==> config.mk <==
export PLATFORM = sky130hd
export DESIGN_NAME = ecs_config
export DESIGN_NICKNAME = d
export VERILOG_FILES = /design/src/verilog/ecs_config.v
export VERILOG_INCLUDE_DIRS = /design/src /design/src/verilog
export SDC_FILE = /design/constraint.sdc
export NUM_CORES = 1
export LEC_CHECK = 0
export BUFFER_PORTS_ARGS = -buffer_cell sky130_fd_sc_hd__buf_4
export CAP_MARGIN = 10
export CORE_MARGIN = 2
export CORE_UTILIZATION = 48
export CTS_CLUSTER_DIAMETER = 60
export DETAILED_ROUTE_END_ITERATION = 7
export HOLD_SLACK_MARGIN = 0.15
export PLACE_DENSITY_LB_ADDON = 0.08
export SYNTH_ARGS = -nofsm -noshare
export SYNTH_HDL_FRONTEND = slang
export SYNTH_SLANG_ARGS = --single-unit
==> constraint.sdc <==
create_clock -name core_clk_i -period 3.3 [get_ports core_clk_i]
set_input_delay 0 -clock core_clk_i [delete_from_list [all_inputs] [get_ports core_clk_i]]
set_output_delay 0 -clock core_clk_i [all_outputs]
set_load 0.01 [all_outputs]
==> src/verilog/ecs_map.vh <==
// Constants for the extended-control serial configuration block.
// Assumes inclusion by bare name from the design file; definitions only.
`ifndef ECS_MAP_VH
`define ECS_MAP_VH

// Frame layout, sent MSB first
`define ECS_FRAME_BITS        32
`define ECS_HEADER            12'h001
`define ECS_HDR_MSB           31
`define ECS_HDR_LSB           20
`define ECS_ADDR_MSB          19
`define ECS_ADDR_LSB          16
`define ECS_DATA_MSB          15
`define ECS_LAST_BIT          5'h1f

// Register addresses (4-bit)
`define ECS_ADDR_OUTPUT_CONFIG    4'h1
`define ECS_ADDR_I_OFFSET         4'h2
`define ECS_ADDR_I_FULLSCALE      4'h3
`define ECS_ADDR_Q_OFFSET         4'ha
`define ECS_ADDR_Q_FULLSCALE      4'hb
`define ECS_ADDR_INTERLEAVE_CTRL  4'hd
`define ECS_ADDR_PHASE_COARSE     4'he
`define ECS_ADDR_PHASE_FINE       4'hf

// Register indices inside the bank
`define ECS_IDX_CFG    3'h0
`define ECS_IDX_IOFS   3'h1
`define ECS_IDX_IFS    3'h2
`define ECS_IDX_QOFS   3'h3
`define ECS_IDX_QFS    3'h4
`define ECS_IDX_ILV    3'h5
`define ECS_IDX_CRS    3'h6
`define ECS_IDX_FIN    3'h7

// output_config fields
`define ECS_CFG_DUTY_STAB     12
`define ECS_CFG_DDR_PHASE     11
`define ECS_CFG_DDR_DISABLE   10
`define ECS_CFG_SWING         9
`define ECS_CFG_SDR_EDGE      8

// Offset and full-scale adjust: 9-bit step field in bits 15..7
`define ECS_ADJ_MSB           15
`define ECS_ADJ_LSB           7

// interleave_control fields
`define ECS_ILV_ENABLE        15
`define ECS_ILV_AUTO_PHASE    14
`define ECS_ILV_SEL_I         13

// Power-on values
`define ECS_RST_CFG           16'hb2ff
`define ECS_RST_OFFSET        16'h007f
`define ECS_RST_FULLSCALE     16'h807f
`define ECS_RST_ILV           16'h3fff
`define ECS_RST_PHASE         16'h0000

`endif

==> src/verilog/ecs_config.v <==
// Control-mode selection and write-only serial register bank of a dual
// converter. Assumes all pins are asynchronous to core_clk_i and that the
// serial clock is much slower than core_clk_i (at least 4 core cycles per
// half period). Tri-level pins arrive as a level plus a "floating" detect.
//
// Operation
// [RQ1] Normal mode: edge pin floating gives double rate, driven gives single rate.
// [RQ2] Extended mode: ddr_disable bit 10 picks rate; host keeps bit 8 zero in DDR.
// [RQ3] Double-rate phase fixed at 0 degrees normally; bit 11 selects it extended.
// [RQ4] Single-rate data edge from edge pin normally; bit 8 selects it extended.
// [RQ5] Swing from swing pin normally; output_swing_select bit 9 when extended.
// [RQ6] Calibration delay from its pin normally; always short in extended mode.
// [RQ7] Range pin sets both channels' range normally; register 3h steps when extended.
// [RQ8] No offset adjust normally; 512 steps from register 2h bits 15..7 extended.
// [RQ9] Interleave by pin on I only normally; by register, I or Q, extended.
// [RQ10] Interleave phase automatic normally; bit 14 of Dh or Eh/Fh extended.
// [RQ11] Extended power-on defaults: DDR, 0 deg, 710 mV, short delay, 700 mV, no offset.
// [RQ12] Host first writes all eight registers, interleave control first with 3fff.
// [RQ13] Serial port accepts frames only in extended mode; registers are write-only.
// [RQ14] Host holds serial_select_n low for the whole access.
// [RQ15] Data captured on each serial clock rising edge; no minimum clock rate.
// [RQ16] Frame is 32 bits MSB first: header 001h, address A3 first, 16 data.
// [RQ17] Next frame may start on the 33rd clock without releasing select.
// [RQ18] Host avoids serial traffic while the converter calibrates.
// [RQ19] Decode 1h,2h,3h,Ah,Bh as listed; 0h and 4h..9h reserved.
// [RQ20] Range pin floating enters extended mode with its defaults.
// [RQ21] Register contents have no effect while in normal mode.
// [RQ22] Host clears interleave enable before writing output_config.
// [RQ23] Control mode selection stays fixed during operation.
// [RQ24] Register updates only after bit 32 of a good-header frame; others discarded.

`timescale 1ns/100ps

`include "ecs_map.vh"

module ecs_config #(
	parameter ADJ_W = 9
) (
	input  wire             core_clk_i,
	input  wire             nrst_i,
	input  wire             serial_shift_clock_i,
	input  wire             serial_input_line_i,
	input  wire             serial_select_n_i,
	input  wire             range_or_extended_select_i,
	input  wire             range_or_extended_float_i,
	input  wire             output_edge_pin_i,
	input  wire             output_edge_float_i,
	input  wire             output_swing_pin_i,
	input  wire             cal_delay_interleave_pin_i,
	output reg              extended_mode_o,
	output reg              ddr_mode_o,
	output reg              ddr_phase_90_o,
	output reg              sdr_rising_edge_o,
	output reg              swing_normal_o,
	output reg              cal_delay_long_o,
	output reg              duty_stabilizer_o,
	output reg              range_normal_o,
	output reg              adjust_enable_o,
	output reg [ADJ_W-1:0]  i_fullscale_o,
	output reg [ADJ_W-1:0]  q_fullscale_o,
	output reg [ADJ_W-1:0]  i_offset_o,
	output reg [ADJ_W-1:0]  q_offset_o,
	output reg              interleave_en_o,
	output reg              interleave_q_sel_o,
	output reg              interleave_auto_phase_o,
	output reg [15:0]       phase_coarse_o,
	output reg [15:0]       phase_fine_o,
	output reg              reg_write_o
);

	// Two-flop synchronisers for every pin, plus a third stage on the clock
	// so its rising edge is found without touching the first flop.
	localparam NPIN = 9;
	wire [NPIN-1:0] pin_raw;
	reg  [NPIN-1:0] pin_s1_q;
	reg  [NPIN-1:0] pin_s2_q;
	reg             sclk_s3_q;

	assign pin_raw = {serial_shift_clock_i, serial_input_line_i, serial_select_n_i,
		range_or_extended_select_i, range_or_extended_float_i, output_edge_pin_i,
		output_edge_float_i, output_swing_pin_i, cal_delay_interleave_pin_i};

	always @(posedge core_clk_i) begin
		if (!nrst_i) begin
			pin_s1_q  <= {NPIN{1'b0}} | 9'h040;
			pin_s2_q  <= {NPIN{1'b0}} | 9'h040;
			sclk_s3_q <= 1'b0;
		end else begin
			pin_s1_q  <= pin_raw;
			pin_s2_q  <= pin_s1_q;
			sclk_s3_q <= pin_s2_q[8];
		end
	end

	wire sclk_s     = pin_s2_q[8];
	wire serial_input_line_s    = pin_s2_q[7];
	wire sel_n_s    = pin_s2_q[6];
	wire rng_lvl_s  = pin_s2_q[5];
	wire rng_flt_s  = pin_s2_q[4];
	wire edge_lvl_s = pin_s2_q[3];
	wire edge_flt_s = pin_s2_q[2];
	wire swing_s    = pin_s2_q[1];
	wire pin127_s   = pin_s2_q[0];

	// Mode is treated as static; a change simply reselects the source.
	wire ext_mode   = rng_flt_s;                           // [RQ20]
	wire sclk_rise  = sclk_s & ~sclk_s3_q;                 // [RQ15]

	// Address decode, shared by the write path and the reserved check.
	function [3:0] ecs_decode;
		input [3:0] addr;
		begin
			case (addr)                                    // [RQ19]
			`ECS_ADDR_OUTPUT_CONFIG:   ecs_decode = {1'b1, `ECS_IDX_CFG};
			`ECS_ADDR_I_OFFSET:        ecs_decode = {1'b1, `ECS_IDX_IOFS};
			`ECS_ADDR_I_FULLSCALE:     ecs_decode = {1'b1, `ECS_IDX_IFS};
			`ECS_ADDR_Q_OFFSET:        ecs_decode = {1'b1, `ECS_IDX_QOFS};
			`ECS_ADDR_Q_FULLSCALE:     ecs_decode = {1'b1, `ECS_IDX_QFS};
			`ECS_ADDR_INTERLEAVE_CTRL: ecs_decode = {1'b1, `ECS_IDX_ILV};
			`ECS_ADDR_PHASE_COARSE:    ecs_decode = {1'b1, `ECS_IDX_CRS};
			`ECS_ADDR_PHASE_FINE:      ecs_decode = {1'b1, `ECS_IDX_FIN};
			default:                   ecs_decode = 4'h0;
			endcase
		end
	endfunction

	// Serial shifter: 31 earlier bits plus the bit arriving on the 32nd edge.
	reg  [30:0] shift_q;
	reg  [4:0]  bit_cnt_q;
	wire [31:0] frame = {shift_q, serial_input_line_s};
	wire [3:0]  dec   = ecs_decode(frame[`ECS_ADDR_MSB:`ECS_ADDR_LSB]);
	wire        frame_end = sclk_rise && !sel_n_s && ext_mode &&
		(bit_cnt_q == `ECS_LAST_BIT);
	wire        frame_ok  = frame_end &&
		(frame[`ECS_HDR_MSB:`ECS_HDR_LSB] == `ECS_HEADER) && dec[3];

	always @(posedge core_clk_i) begin
		if (!nrst_i) begin
			shift_q   <= 31'h00000000;
			bit_cnt_q <= 5'h00;
		end else if (sel_n_s || !ext_mode) begin
			// Releasing select drops a partial frame      [RQ24]
			bit_cnt_q <= 5'h00;                           // [RQ13]
		end else if (sclk_rise) begin
			shift_q   <= frame[30:0];                     // [RQ16]
			bit_cnt_q <= bit_cnt_q + 5'h01;               // [RQ17]
		end
	end

	// Write-only register bank; nothing can be read back.     [RQ13]
	reg [15:0] bank_q [0:7];
	genvar gi;
	generate
		for (gi = 0; gi < 8; gi = gi + 1) begin : g_bank
			localparam [2:0] IDX = gi;
			wire [15:0] rst_val = (gi == 0) ? `ECS_RST_CFG :
				(gi == 1 || gi == 3) ? `ECS_RST_OFFSET :
				(gi == 2 || gi == 4) ? `ECS_RST_FULLSCALE :
				(gi == 5) ? `ECS_RST_ILV : `ECS_RST_PHASE;
			always @(posedge core_clk_i) begin
				if (!nrst_i)
					bank_q[gi] <= rst_val;                  // [RQ11]
				else if (frame_ok && dec[2:0] == IDX)
					bank_q[gi] <= frame[15:0];              // [RQ24]
			end
		end
	endgenerate

	wire [15:0] cfg = bank_q[`ECS_IDX_CFG];
	wire [15:0] ilv = bank_q[`ECS_IDX_ILV];

	// Outputs are resolved from pins in normal mode and from the bank in
	// extended mode, so stale register values never leak out.   [RQ21]
	// One process per output keeps each reset value beside its sources.
	always @(posedge core_clk_i) begin
		if (!nrst_i)
			extended_mode_o <= 1'b0;
		else
			extended_mode_o <= ext_mode;                     // [RQ20]
	end

	// Pulse rises with the bank update, one cycle ahead of the outputs
	always @(posedge core_clk_i) begin
		if (!nrst_i)
			reg_write_o <= 1'b0;
		else
			reg_write_o <= frame_ok;                         // [RQ24]
	end

	always @(posedge core_clk_i) begin
		if (!nrst_i)
			ddr_mode_o <= 1'b1;
		else if (ext_mode)
			ddr_mode_o <= ~cfg[`ECS_CFG_DDR_DISABLE];        // [RQ2]
		else
			ddr_mode_o <= edge_flt_s;                        // [RQ1]
	end

	always @(posedge core_clk_i) begin
		if (!nrst_i)
			ddr_phase_90_o <= 1'b0;
		else if (ext_mode)
			ddr_phase_90_o <= cfg[`ECS_CFG_DDR_PHASE];       // [RQ3]
		else
			ddr_phase_90_o <= 1'b0;                          // [RQ3]
	end

	always @(posedge core_clk_i) begin
		if (!nrst_i)
			sdr_rising_edge_o <= 1'b0;
		else if (ext_mode)
			sdr_rising_edge_o <= cfg[`ECS_CFG_SDR_EDGE];     // [RQ4]
		else
			sdr_rising_edge_o <= edge_lvl_s;                 // [RQ4]
	end

	always @(posedge core_clk_i) begin
		if (!nrst_i)
			swing_normal_o <= 1'b1;
		else if (ext_mode)
			swing_normal_o <= cfg[`ECS_CFG_SWING];           // [RQ5]
		else
			swing_normal_o <= swing_s;                       // [RQ5]
	end

	always @(posedge core_clk_i) begin
		if (!nrst_i)
			cal_delay_long_o <= 1'b0;
		else if (ext_mode)
			cal_delay_long_o <= 1'b0;                        // [RQ6]
		else
			cal_delay_long_o <= pin127_s;                    // [RQ6]
	end

	always @(posedge core_clk_i) begin
		if (!nrst_i)
			duty_stabilizer_o <= 1'b1;
		else if (ext_mode)
			duty_stabilizer_o <= cfg[`ECS_CFG_DUTY_STAB];
		else
			duty_stabilizer_o <= 1'b1;
	end

	always @(posedge core_clk_i) begin
		if (!nrst_i)
			range_normal_o <= 1'b1;
		else if (ext_mode)
			range_normal_o <= 1'b1;
		else
			range_normal_o <= rng_lvl_s;                     // [RQ7]
	end

	always @(posedge core_clk_i) begin
		if (!nrst_i)
			adjust_enable_o <= 1'b0;
		else
			adjust_enable_o <= ext_mode;                     // [RQ8]
	end

	// Step fields read as zero in normal mode so nothing downstream trims
	always @(posedge core_clk_i) begin
		if (!nrst_i)
			i_fullscale_o <= {ADJ_W{1'b0}};
		else if (ext_mode)
			i_fullscale_o <= bank_q[`ECS_IDX_IFS][`ECS_ADJ_MSB:`ECS_ADJ_LSB];  // [RQ7]
		else
			i_fullscale_o <= {ADJ_W{1'b0}};
	end

	always @(posedge core_clk_i) begin
		if (!nrst_i)
			q_fullscale_o <= {ADJ_W{1'b0}};
		else if (ext_mode)
			q_fullscale_o <= bank_q[`ECS_IDX_QFS][`ECS_ADJ_MSB:`ECS_ADJ_LSB];  // [RQ7]
		else
			q_fullscale_o <= {ADJ_W{1'b0}};
	end

	always @(posedge core_clk_i) begin
		if (!nrst_i)
			i_offset_o <= {ADJ_W{1'b0}};
		else if (ext_mode)
			i_offset_o <= bank_q[`ECS_IDX_IOFS][`ECS_ADJ_MSB:`ECS_ADJ_LSB];    // [RQ8]
		else
			i_offset_o <= {ADJ_W{1'b0}};
	end

	always @(posedge core_clk_i) begin
		if (!nrst_i)
			q_offset_o <= {ADJ_W{1'b0}};
		else if (ext_mode)
			q_offset_o <= bank_q[`ECS_IDX_QOFS][`ECS_ADJ_MSB:`ECS_ADJ_LSB];    // [RQ8]
		else
			q_offset_o <= {ADJ_W{1'b0}};
	end

	// The same pin sets cal delay and interleave enable in normal mode
	always @(posedge core_clk_i) begin
		if (!nrst_i)
			interleave_en_o <= 1'b0;
		else if (ext_mode)
			interleave_en_o <= ilv[`ECS_ILV_ENABLE];         // [RQ9]
		else
			interleave_en_o <= pin127_s;                     // [RQ9]
	end

	// Normal mode can only interleave the I input
	always @(posedge core_clk_i) begin
		if (!nrst_i)
			interleave_q_sel_o <= 1'b0;
		else if (ext_mode)
			interleave_q_sel_o <= ~ilv[`ECS_ILV_SEL_I];      // [RQ9]
		else
			interleave_q_sel_o <= 1'b0;                      // [RQ9]
	end

	always @(posedge core_clk_i) begin
		if (!nrst_i)
			interleave_auto_phase_o <= 1'b1;
		else if (ext_mode)
			interleave_auto_phase_o <= ilv[`ECS_ILV_AUTO_PHASE];  // [RQ10]
		else
			interleave_auto_phase_o <= 1'b1;                 // [RQ10]
	end

	always @(posedge core_clk_i) begin
		if (!nrst_i)
			phase_coarse_o <= 16'h0000;
		else if (ext_mode)
			phase_coarse_o <= bank_q[`ECS_IDX_CRS];          // [RQ10]
		else
			phase_coarse_o <= 16'h0000;
	end

	always @(posedge core_clk_i) begin
		if (!nrst_i)
			phase_fine_o <= 16'h0000;
		else if (ext_mode)
			phase_fine_o <= bank_q[`ECS_IDX_FIN];            // [RQ10]
		else
			phase_fine_o <= 16'h0000;
	end

endmodule

==> results of run 1 <==
layout by cell type, fill, tap and decap left out, drive strengths merged, types with 3 or more instances in the layout:
cell and n:
dfxtp 139, buf 105, nand2 93, and3 80, edfxtp 76, nor2 75, a21oi 31, clkbuf 31
and2 20, dlygate4sd3 19, clkinv 9, o21ai 8, nand2b 7, nor3 6, mux2i 5, nand3 5
o31ai 4, or3 4, nor2b 3, inv 3
logic make-up (layout without fill, tap and decap cells):
| kind of cell | Yosys count | in the layout |
|---|---|---|
| buf+inv | 52 | 167 |
| xor+xnor | 4 | 4 |
| simple gates | 304 | 304 |
| fa+ha+maj | 2 | 2 |
| compound gates | 51 | 51 |
| flops | 215 | 215 |
| mux | 5 | 5 |
critical path: stages (launching register included):
cell and delay (ns):
dfxtp_1 0.37, ha_1 0.18, and3_1 0.16, ha_1 0.14
nor4bb_1 0.27, and4_1 0.45, nand2_2 0.20, o31ai_1 0.32
buf_4 0.23
worst max-delay path by stage:
stage / endpoint / cells past startpoint / from / slack, ns
3_5_place_dp: bank_q[1][13]$_SDFFCE_PN0P_ / 8 / bit_cnt_q[0]$_SDFFE_PP0N_ / 0.70
2_1_floorplan: bank_q[7][0]$_SDFFCE_PN0P_ / 8 / bit_cnt_q[0]$_SDFFE_PP0N_ / 0.25
4_1_cts: bank_q[1][15]$_SDFFCE_PN0P_ / 8 / bit_cnt_q[0]$_SDFFE_PP0N_ / 0.70
3_3_place_gp: bank_q[1][15]$_SDFFCE_PN0P_ / 8 / bit_cnt_q[0]$_SDFFE_PP0N_ / 0.82
6_report: bank_q[1][12]$_SDFFCE_PN0P_ / 8 / bit_cnt_q[0]$_SDFFE_PP0N_ / 0.70
5_1_grt: bank_q[5][14]$_SDFFCE_PN0P_ / 7 / bit_cnt_q[0]$_SDFFE_PP0N_ / 0.51
metrics by stage:
stage	power (W)	hold WS [ns]	utilization, %	cell area (sq um)
after floorplan	0.00296	0.101	-	7220
after global placement	0.00303	0.206	55.1	8030
after detailed placement	0.00303	0.204	55.1	8030
after CTS	0.00535	0.416	61.1	8910
after global routing	0.00547	0.440	61.1	8910
final	0.00529	0.414	61.1	8910
power by group:
group	total (W)	switching [W]	internal, W
registers	0.00284	0.0000273	0.00281
clock network	0.00230	0.000958	0.00134
logic	0.000151	0.0000802	0.0000711
total	0.00529	0.00107	0.00423
flip-flops by register name, indices dropped and copies added (netlist names), 4 cells and up:
name,flops
bank_q,76
phase_fine_o,16
shift_q,31
dec,4
i_fullscale_o,9
pin_s2_q,9
bit_cnt_q,5
pin_s1_q,9
q_offset_o,9
phase_coarse_o,16
i_offset_o,9
q_fullscale_o,9
layer usage:
metal | track usage [%] | vias to the layer above | wire length, microns
met5 | 0 | - | 0
met4 | 6.72 | 0 | 522
met3 | 3.63 | 37 | 837
met2 | 29.2 | 144 | 6720
met1 | 25.3 | 2279 | 6460
li1 | - | 2349 | -
cell type report:
cell class	count	area (sq um)
Multi-Input combinational cell	366	1940
Tap cell	184	230
Clock inverter	9	53.8
Timing Repair Buffer	124	978
Clock buffer	31	634
Inverter	3	11.3
Sequential cell	215	5070
Fill cell	1189	5680
==> Flow_metrics.wiki, run 1 <==
{| class="wikitable"
! Metric !! Value
|-
| Number of H-tree branching levels || 1
|-
| Hold-fix buffers at CTS || 19
|-
| Worst reg2reg setup slack || 0.70 ns
|-
| Synthesized-area fraction occupied by adder cells || 0.347%
|-
| Setup-violating endpoint count in the final report || 0
|-
| PwrDens || 594 nW/um^2
|-
| Clock insertion delay at the later pin of the skew report || 0.50 ns
|-
| Die area || 16000 sq um
|-
| Distinct cells, synth || 46
|-
| Number of antenna cells inserted || 0
|-
| Worst slew margin relative to its limit || 47.9%
|-
| Net count after synthesis || 646
|-
| Die X || 127 microns
|-
| Number of cells in the design after placement || 873
|-
| CP Data Required Time || 3.51 ns
|-
| Path depth of the worst reg2reg path || 8
|-
| Reg-to-Reg Start || bit_cnt_q[0]$_SDFFE_PP0N_
|-
| Synth area leader || dfxtp_1
|-
| Overall Global Routing Usage || 18.4%
|-
| Async set-reset flop share out of synthesis || 0%
|-
| Sum Neg Setup Slack || 0 ns
|-
| CTS sink cnt || 215
|-
| Port-buffer cells || 91
|-
| Number of flops mapped to enable cells by yosys || 76
|-
| Top-area cell type share of the netlist area || 38.5%
|-
| Synthesized cell area || 7220 sq um
|-
| Share of synthesized area spent on multiplexers || 0.693%
|-
| Flip-flop and latch count after synthesis || 215
|-
| Clock input transition at the sequential cells of the worst setup and hold paths || 0.06 ns
|-
| Core region area || 14600 sq um
|-
| Clk buf depth || 3
|-
| Via Count || 4809
|-
| Dominant combinational cell family by area after synthesis || simple AND/OR/NAND/NOR gates
|-
| Effective utilization at floorplan || 49.5%
|-
| Number of nets at the end of the flow || 745
|-
| Post-route clock skew || 0.0153 ns
|-
| Number of violations reported at the end of detailed-routing iteration 0 || 303
|-
| Wire length reported by the detailed router || 14500 microns
|-
| Static leakage power || 3.63 nW
|-
| Top-Level Pins || 92
|-
| Number of global-route vias before repair || 4581
|-
| Unrepaired setup endpoints after global routing || no
|-
| CTS buffer count || 22
|-
| Mean number of vias per cell || 5.16
|-
| Mean Syn Cell Area || 11.4 sq um
|-
| Minimum clock period || 2.60 ns
|-
| Hold violation count in the final report || 0
|-
| Post-synthesis compound-gate area fraction || 4.09%
|-
| Top-count cell post-synth || dfxtp_1
|-
| Die outline height || 127 microns
|-
| Number of setup buffers added after CTS || 0
|-
| Hold path startpoint || pin_s2_q[5]$_SDFF_PN0_
|-
| Setup ws final || 0.700 ns
|-
| Global-route wire length before repair || 23600 microns
|-
| Share of layout cells above drive strength 1 || 19.4%
|-
| Sequential area share after synthesis || 70.1%
|-
| Setup crit end kind || register
|-
| Area grow syn2layout || 23.4%
|-
| Pin count of the biggest net entering global routing || 64
|-
| Prevailing post-synth register cell || dfxtp_1
|-
| Hold Crit Class || reg -> reg
|-
| Synthesis Warnings || 0
|-
| Final Instance Count excl. Fillers || 932
|-
| Residual antenna-violating net count after detailed routing || 0
|-
| TritonCTS clock tree || built
|-
| Synthesized-area fraction occupied by and/or/nand/nor cells || 21.0%
|-
| # rows || 44
|-
| CTS Root Buffer Type || clkbuf_16
|-
| Hold depth || 1
|-
| Average detailed-routed wire length per instance || 15.6 microns
|-
| Status || finished clean
|-
| Critical register-to-register path endpoint || bank_q[1][12]$_SDFFCE_PN0P_
|-
| Drt first pass iters || 4
|-
| Final worst-path cycle share || 78.8%
|-
| Routability congestion estimate || 0.838
|-
| Largest cells by area after synthesis || dfxtp_1 (39%), edfxtp_1 (32%), and3_1 (6.9%), nand2_1 (4.8%), nor2_1 (3.9%)
|-
| Max-cap violations || 0
|-
| DP HPWL || 9650 microns
|-
| Number of instances in the synthesized netlist || 633
|-
| Most numerous cell types in the synthesized netlist || dfxtp_1 (139), nand2_1 (92), and3_1 (80)
|-
| Gates resized, CTS repair || 0
|-
| Sink of the worst hold path || range_normal_o$_SDFF_PP1_
|-
| Largest fanout on the critical path || 9
|-
| Sort of element at the start of the critical path || register
|-
| Crit Path Category || reg -> reg
|-
| Antenna violations before repair || 0
|-
| Xor and xnor fraction of the mapped netlist area || 0.485%
|-
| Leftover overflow at the end of global routing || 0
|-
| IR Drop Worst-Case VDD || 0.000410 V
|-
| Residual DRC count || 0
|-
| Slew Viols, Final || 0
|-
| Slew of the pin with the lowest slew margin || 0.777 ns
|-
| Worst endpoint data arrival time || 2.81 ns
|-
| Worst Setup Slack post-DPL || 0.704 ns
|-
| Fmax || 385 MHz
|}
No activity file was read; power rests on OpenSTA's default activity.
==> run 2: changes to the inputs <==
==> constraint.sdc (replaced) <==
create_clock -name core_clk_i -period 2.24 [get_ports core_clk_i]
set_input_delay 0 -clock core_clk_i [delete_from_list [all_inputs] [get_ports core_clk_i]]
set_output_delay 0 -clock core_clk_i [all_outputs]
set_load 0.01 [all_outputs]
==> run 2 against run 1 <==
Against the previous run:
- sequential power is 47% higher
- clock-buffer cell count is 3 higher
- largest power group unchanged
- register-to-register slack worse by 0.60 ns
- worst hold slack better by 0.0011 ns
- non-clock buffer count is 16 higher
- die area stayed put
- critical path type unchanged
- sequential share of layout area is 2.2 points lower
- clock skew is 0.0016 ns higher
- clock power is 58% higher
- largest cell class unchanged
==> Flow_metrics.wiki, run 2 (synthesis gave the netlist of run 1 again) <==
{| class="wikitable"
! Metric !! Value
|-
| Status || finished clean
|-
| CTS buffer count || 22 (unchanged)
|-
| Effective utilization at floorplan || 49.5% (unchanged)
|-
| Fmax || 467 MHz (+21%)
|-
| Hold path startpoint || pin_s2_q[5]$_SDFF_PN0_
|-
| Number of antenna cells inserted || 0 (unchanged)
|-
| Residual antenna-violating net count after detailed routing || 0 (unchanged)
|-
| TritonCTS clock tree || built
|-
| Critical register-to-register path endpoint || bank_q[5][13]$_SDFFCE_PN1P_
|-
| Biggest registers after layout || bank_q x76, shift_q x31
|-
| Flip-flop count of the largest register after layout || 76 (unchanged)
|-
| Average detailed-routed wire length per instance || 15.4 microns (-1.4%)
|-
| PwrDens || 870 nW/um^2 (+46%)
|-
| Worst hold slack || 0.415 ns (+0.00111 ns)
|-
| Setup crit end kind || register
|-
| Setup-violating endpoint count in the final report || 0 (unchanged)
|-
| Post-route clock skew || 0.0169 ns (+0.00157 ns)
|-
| Hold depth || 1 (unchanged)
|-
| Clk buf depth || 3 (unchanged)
|-
| Crit Path Category || reg -> reg
|-
| IR Drop Worst-Case VDD || 0.000601 V (+47%)
|-
| Die X || 127 microns (unchanged)
|-
| Antenna violations before repair || 0 (unchanged)
|-
| Mean number of vias per cell || 5.05 (-2.1%)
|-
| Area grow syn2layout || 28.4%
|-
| DP HPWL || 9570 microns (-0.89%)
|-
| Residual DRC count || 0 (unchanged)
|-
| Number of H-tree branching levels || 1 (unchanged)
|-
| Number of cells in the design after placement || 887 (+1.6%)
|-
| Clock input transition at the sequential cells of the worst setup and hold paths || 0.06 ns (about the same)
|-
| Number of nets at the end of the flow || 762 (+2.3%)
|-
| Most frequent standard cell in the layout excluding fill and tap cells || dfxtp_1
|-
| Minimum clock period || 2.14 ns (-0.460 ns)
|-
| Hold Crit Class || reg -> reg
|-
| Wire length reported by the detailed router || 14600 microns (+0.43%)
|-
| Share of layout cells above drive strength 1 || 22.6% (+3.2 points)
|-
| Sum Neg Setup Slack || 0 ns (unchanged)
|-
| Leading cell types in the layout, fill and taps excluded || dfxtp_1 (136), buf_4 (115), nand2_1 (92)
|-
| Top-Level Pins || 92 (unchanged)
|-
| Static leakage power || 3.79 nW (+4.4%)
|-
| Final worst-path cycle share || 95.5% (+17 points)
|-
| Clock insertion delay at the later pin of the skew report || 0.50 ns (about the same)
|-
| Overall Global Routing Usage || 18.1% (-0.31 points)
|-
| Reg-to-Reg Start || bit_cnt_q[0]$_SDFFE_PP0N_
|-
| CTS sink cnt || 215 (unchanged)
|-
| Final Instance Count excl. Fillers || 949 (+1.8%)
|-
| Worst endpoint data arrival time || 2.38 ns (-0.43 ns)
|-
| Drt first pass iters || 4 (unchanged)
|-
| Sort of element at the start of the critical path || register
|-
| Max-cap violations || 0 (unchanged)
|-
| Port-buffer cells || 91 (unchanged)
|-
| CTS Root Buffer Type || clkbuf_16
|-
| Routability congestion estimate || 0.824 (-1.6%)
|-
| Setup ws final || 0.0999 ns (-0.600 ns)
|-
| Number of global-route vias before repair || 4630 (+1.1%)
|-
| Global-route wire length before repair || 23500 microns (-0.64%)
|-
| Slew of the pin with the lowest slew margin || 0.642 ns (-0.134 ns)
|-
| Core region area || 14600 sq um (unchanged)
|-
| Worst Setup Slack post-DPL || -0.0539 ns (-0.758 ns)
|-
| Worst reg2reg setup slack || 0.1 ns (-0.60 ns)
|-
| Number of violations reported at the end of detailed-routing iteration 0 || 309 (+2.0%)
|-
| Via Count || 4793 (-0.33%)
|-
| Path depth of the worst reg2reg path || 9 (+1)
|-
| Die outline height || 127 microns (unchanged)
|-
| # rows || 44 (unchanged)
|-
| Top reg by flops || bank_q
|-
| Pin count of the biggest net entering global routing || 78 (+22%)
|-
| Slew Viols, Final || 0 (unchanged)
|-
| Largest fanout on the critical path || 5 (-4)
|-
| Leftover overflow at the end of global routing || 0 (unchanged)
|-
| Sink of the worst hold path || range_normal_o$_SDFF_PP1_
|-
| CP Data Required Time || 2.48 ns (-1.03 ns)
|-
| Hold violation count in the final report || 0 (unchanged)
|-
| Die area || 16000 sq um (unchanged)
|-
| Worst slew margin relative to its limit || 57.1% (+9.2 points)
|}
[run 2: cell count changes in the layout (fill, tap and decap cells not counted), moves of 3 or more]
cell | previous run | this run
buf_12 | 0 | 5
o31ai_1 | 4 | 1
clkinv_1 | 4 | 1
buf_4 | 105 | 115
[run 2: power by group]
part	internal (W)	switching (W)	total, W
Combinational	0.000121	0.000124	0.000245
Clock	0.00221	0.00143	0.00364
Sequential	0.00414	0.0000356	0.00418
[run 2: area by class of cell]
cell class,instances,area [sq um]
clock buffers,34,678
inverters,3,11.3
flip-flops and latches,215,5070
repair buffers,140,1160
fillers,1149,5320
clock inverters,6,62.6
well taps,184,230
multi-input cells,367,2050
[run 2: repair_timing]
action | CTS | global route
cloned | 0 | 1
gates resized for setup | 2 | 7
setup endpoints to repair | 26 | 90
hold buffers | 19 | 0
buffers inserted | 0 | 2
pin swaps | 2 | 2
endpoints found under the hold margin | 50 | 0
[run 2: worst max-delay path, stage by stage (launching register included)]
cell,delay [ns]
dfxtp_2,0.36
ha_4,0.14
and3_4,0.17
ha_1,0.12
nor4bb_1,0.17
and4_1,0.24
buf_6,0.15
buf_4,0.12
nand4_4,0.09
or3_1,0.32
[run 2: routing by layer]
layer	track usage, %	vias to the layer above	wire (microns)
met1	23.5	2281	6260
met5	0	-	0
met3	3.12	16	739
met4	4.78	0	159
met2	31.4	123	7450
li1	-	2373	-
[run 2: how the worst max path moves through the flow]
stage | to | start | slack, ns
2_1_floorplan | bank_q[2][10]$_SDFFCE_PN0P_ | bit_cnt_q[0]$_SDFFE_PP0N_ | -0.09
3_3_place_gp | bank_q[1][15]$_SDFFCE_PN0P_ | bit_cnt_q[0]$_SDFFE_PP0N_ | -0.02
3_5_place_dp | bank_q[4][13]$_SDFFCE_PN0P_ | bit_cnt_q[0]$_SDFFE_PP0N_ | -0.05
4_1_cts | bank_q[0][10]$_SDFFCE_PN0P_ | bit_cnt_q[0]$_SDFFE_PP0N_ | 0.0007
5_1_grt | bank_q[0][10]$_SDFFCE_PN0P_ | bit_cnt_q[0]$_SDFFE_PP0N_ | -0.006
6_report | bank_q[5][13]$_SDFFCE_PN1P_ | bit_cnt_q[0]$_SDFFE_PP0N_ | 0.1
[run 2: stage by stage]
step / power (W) / util (%) / cell area (sq um)
after floorplan: 0.00436 / - / 7280
after global placement: 0.00448 / 56.6 / 8260
after detailed placement: 0.00448 / 56.6 / 8260
after CTS: 0.00813 / 63.1 / 9210
after global routing: 0.00834 / 63.5 / 9270
final: 0.00806 / 63.5 / 9270
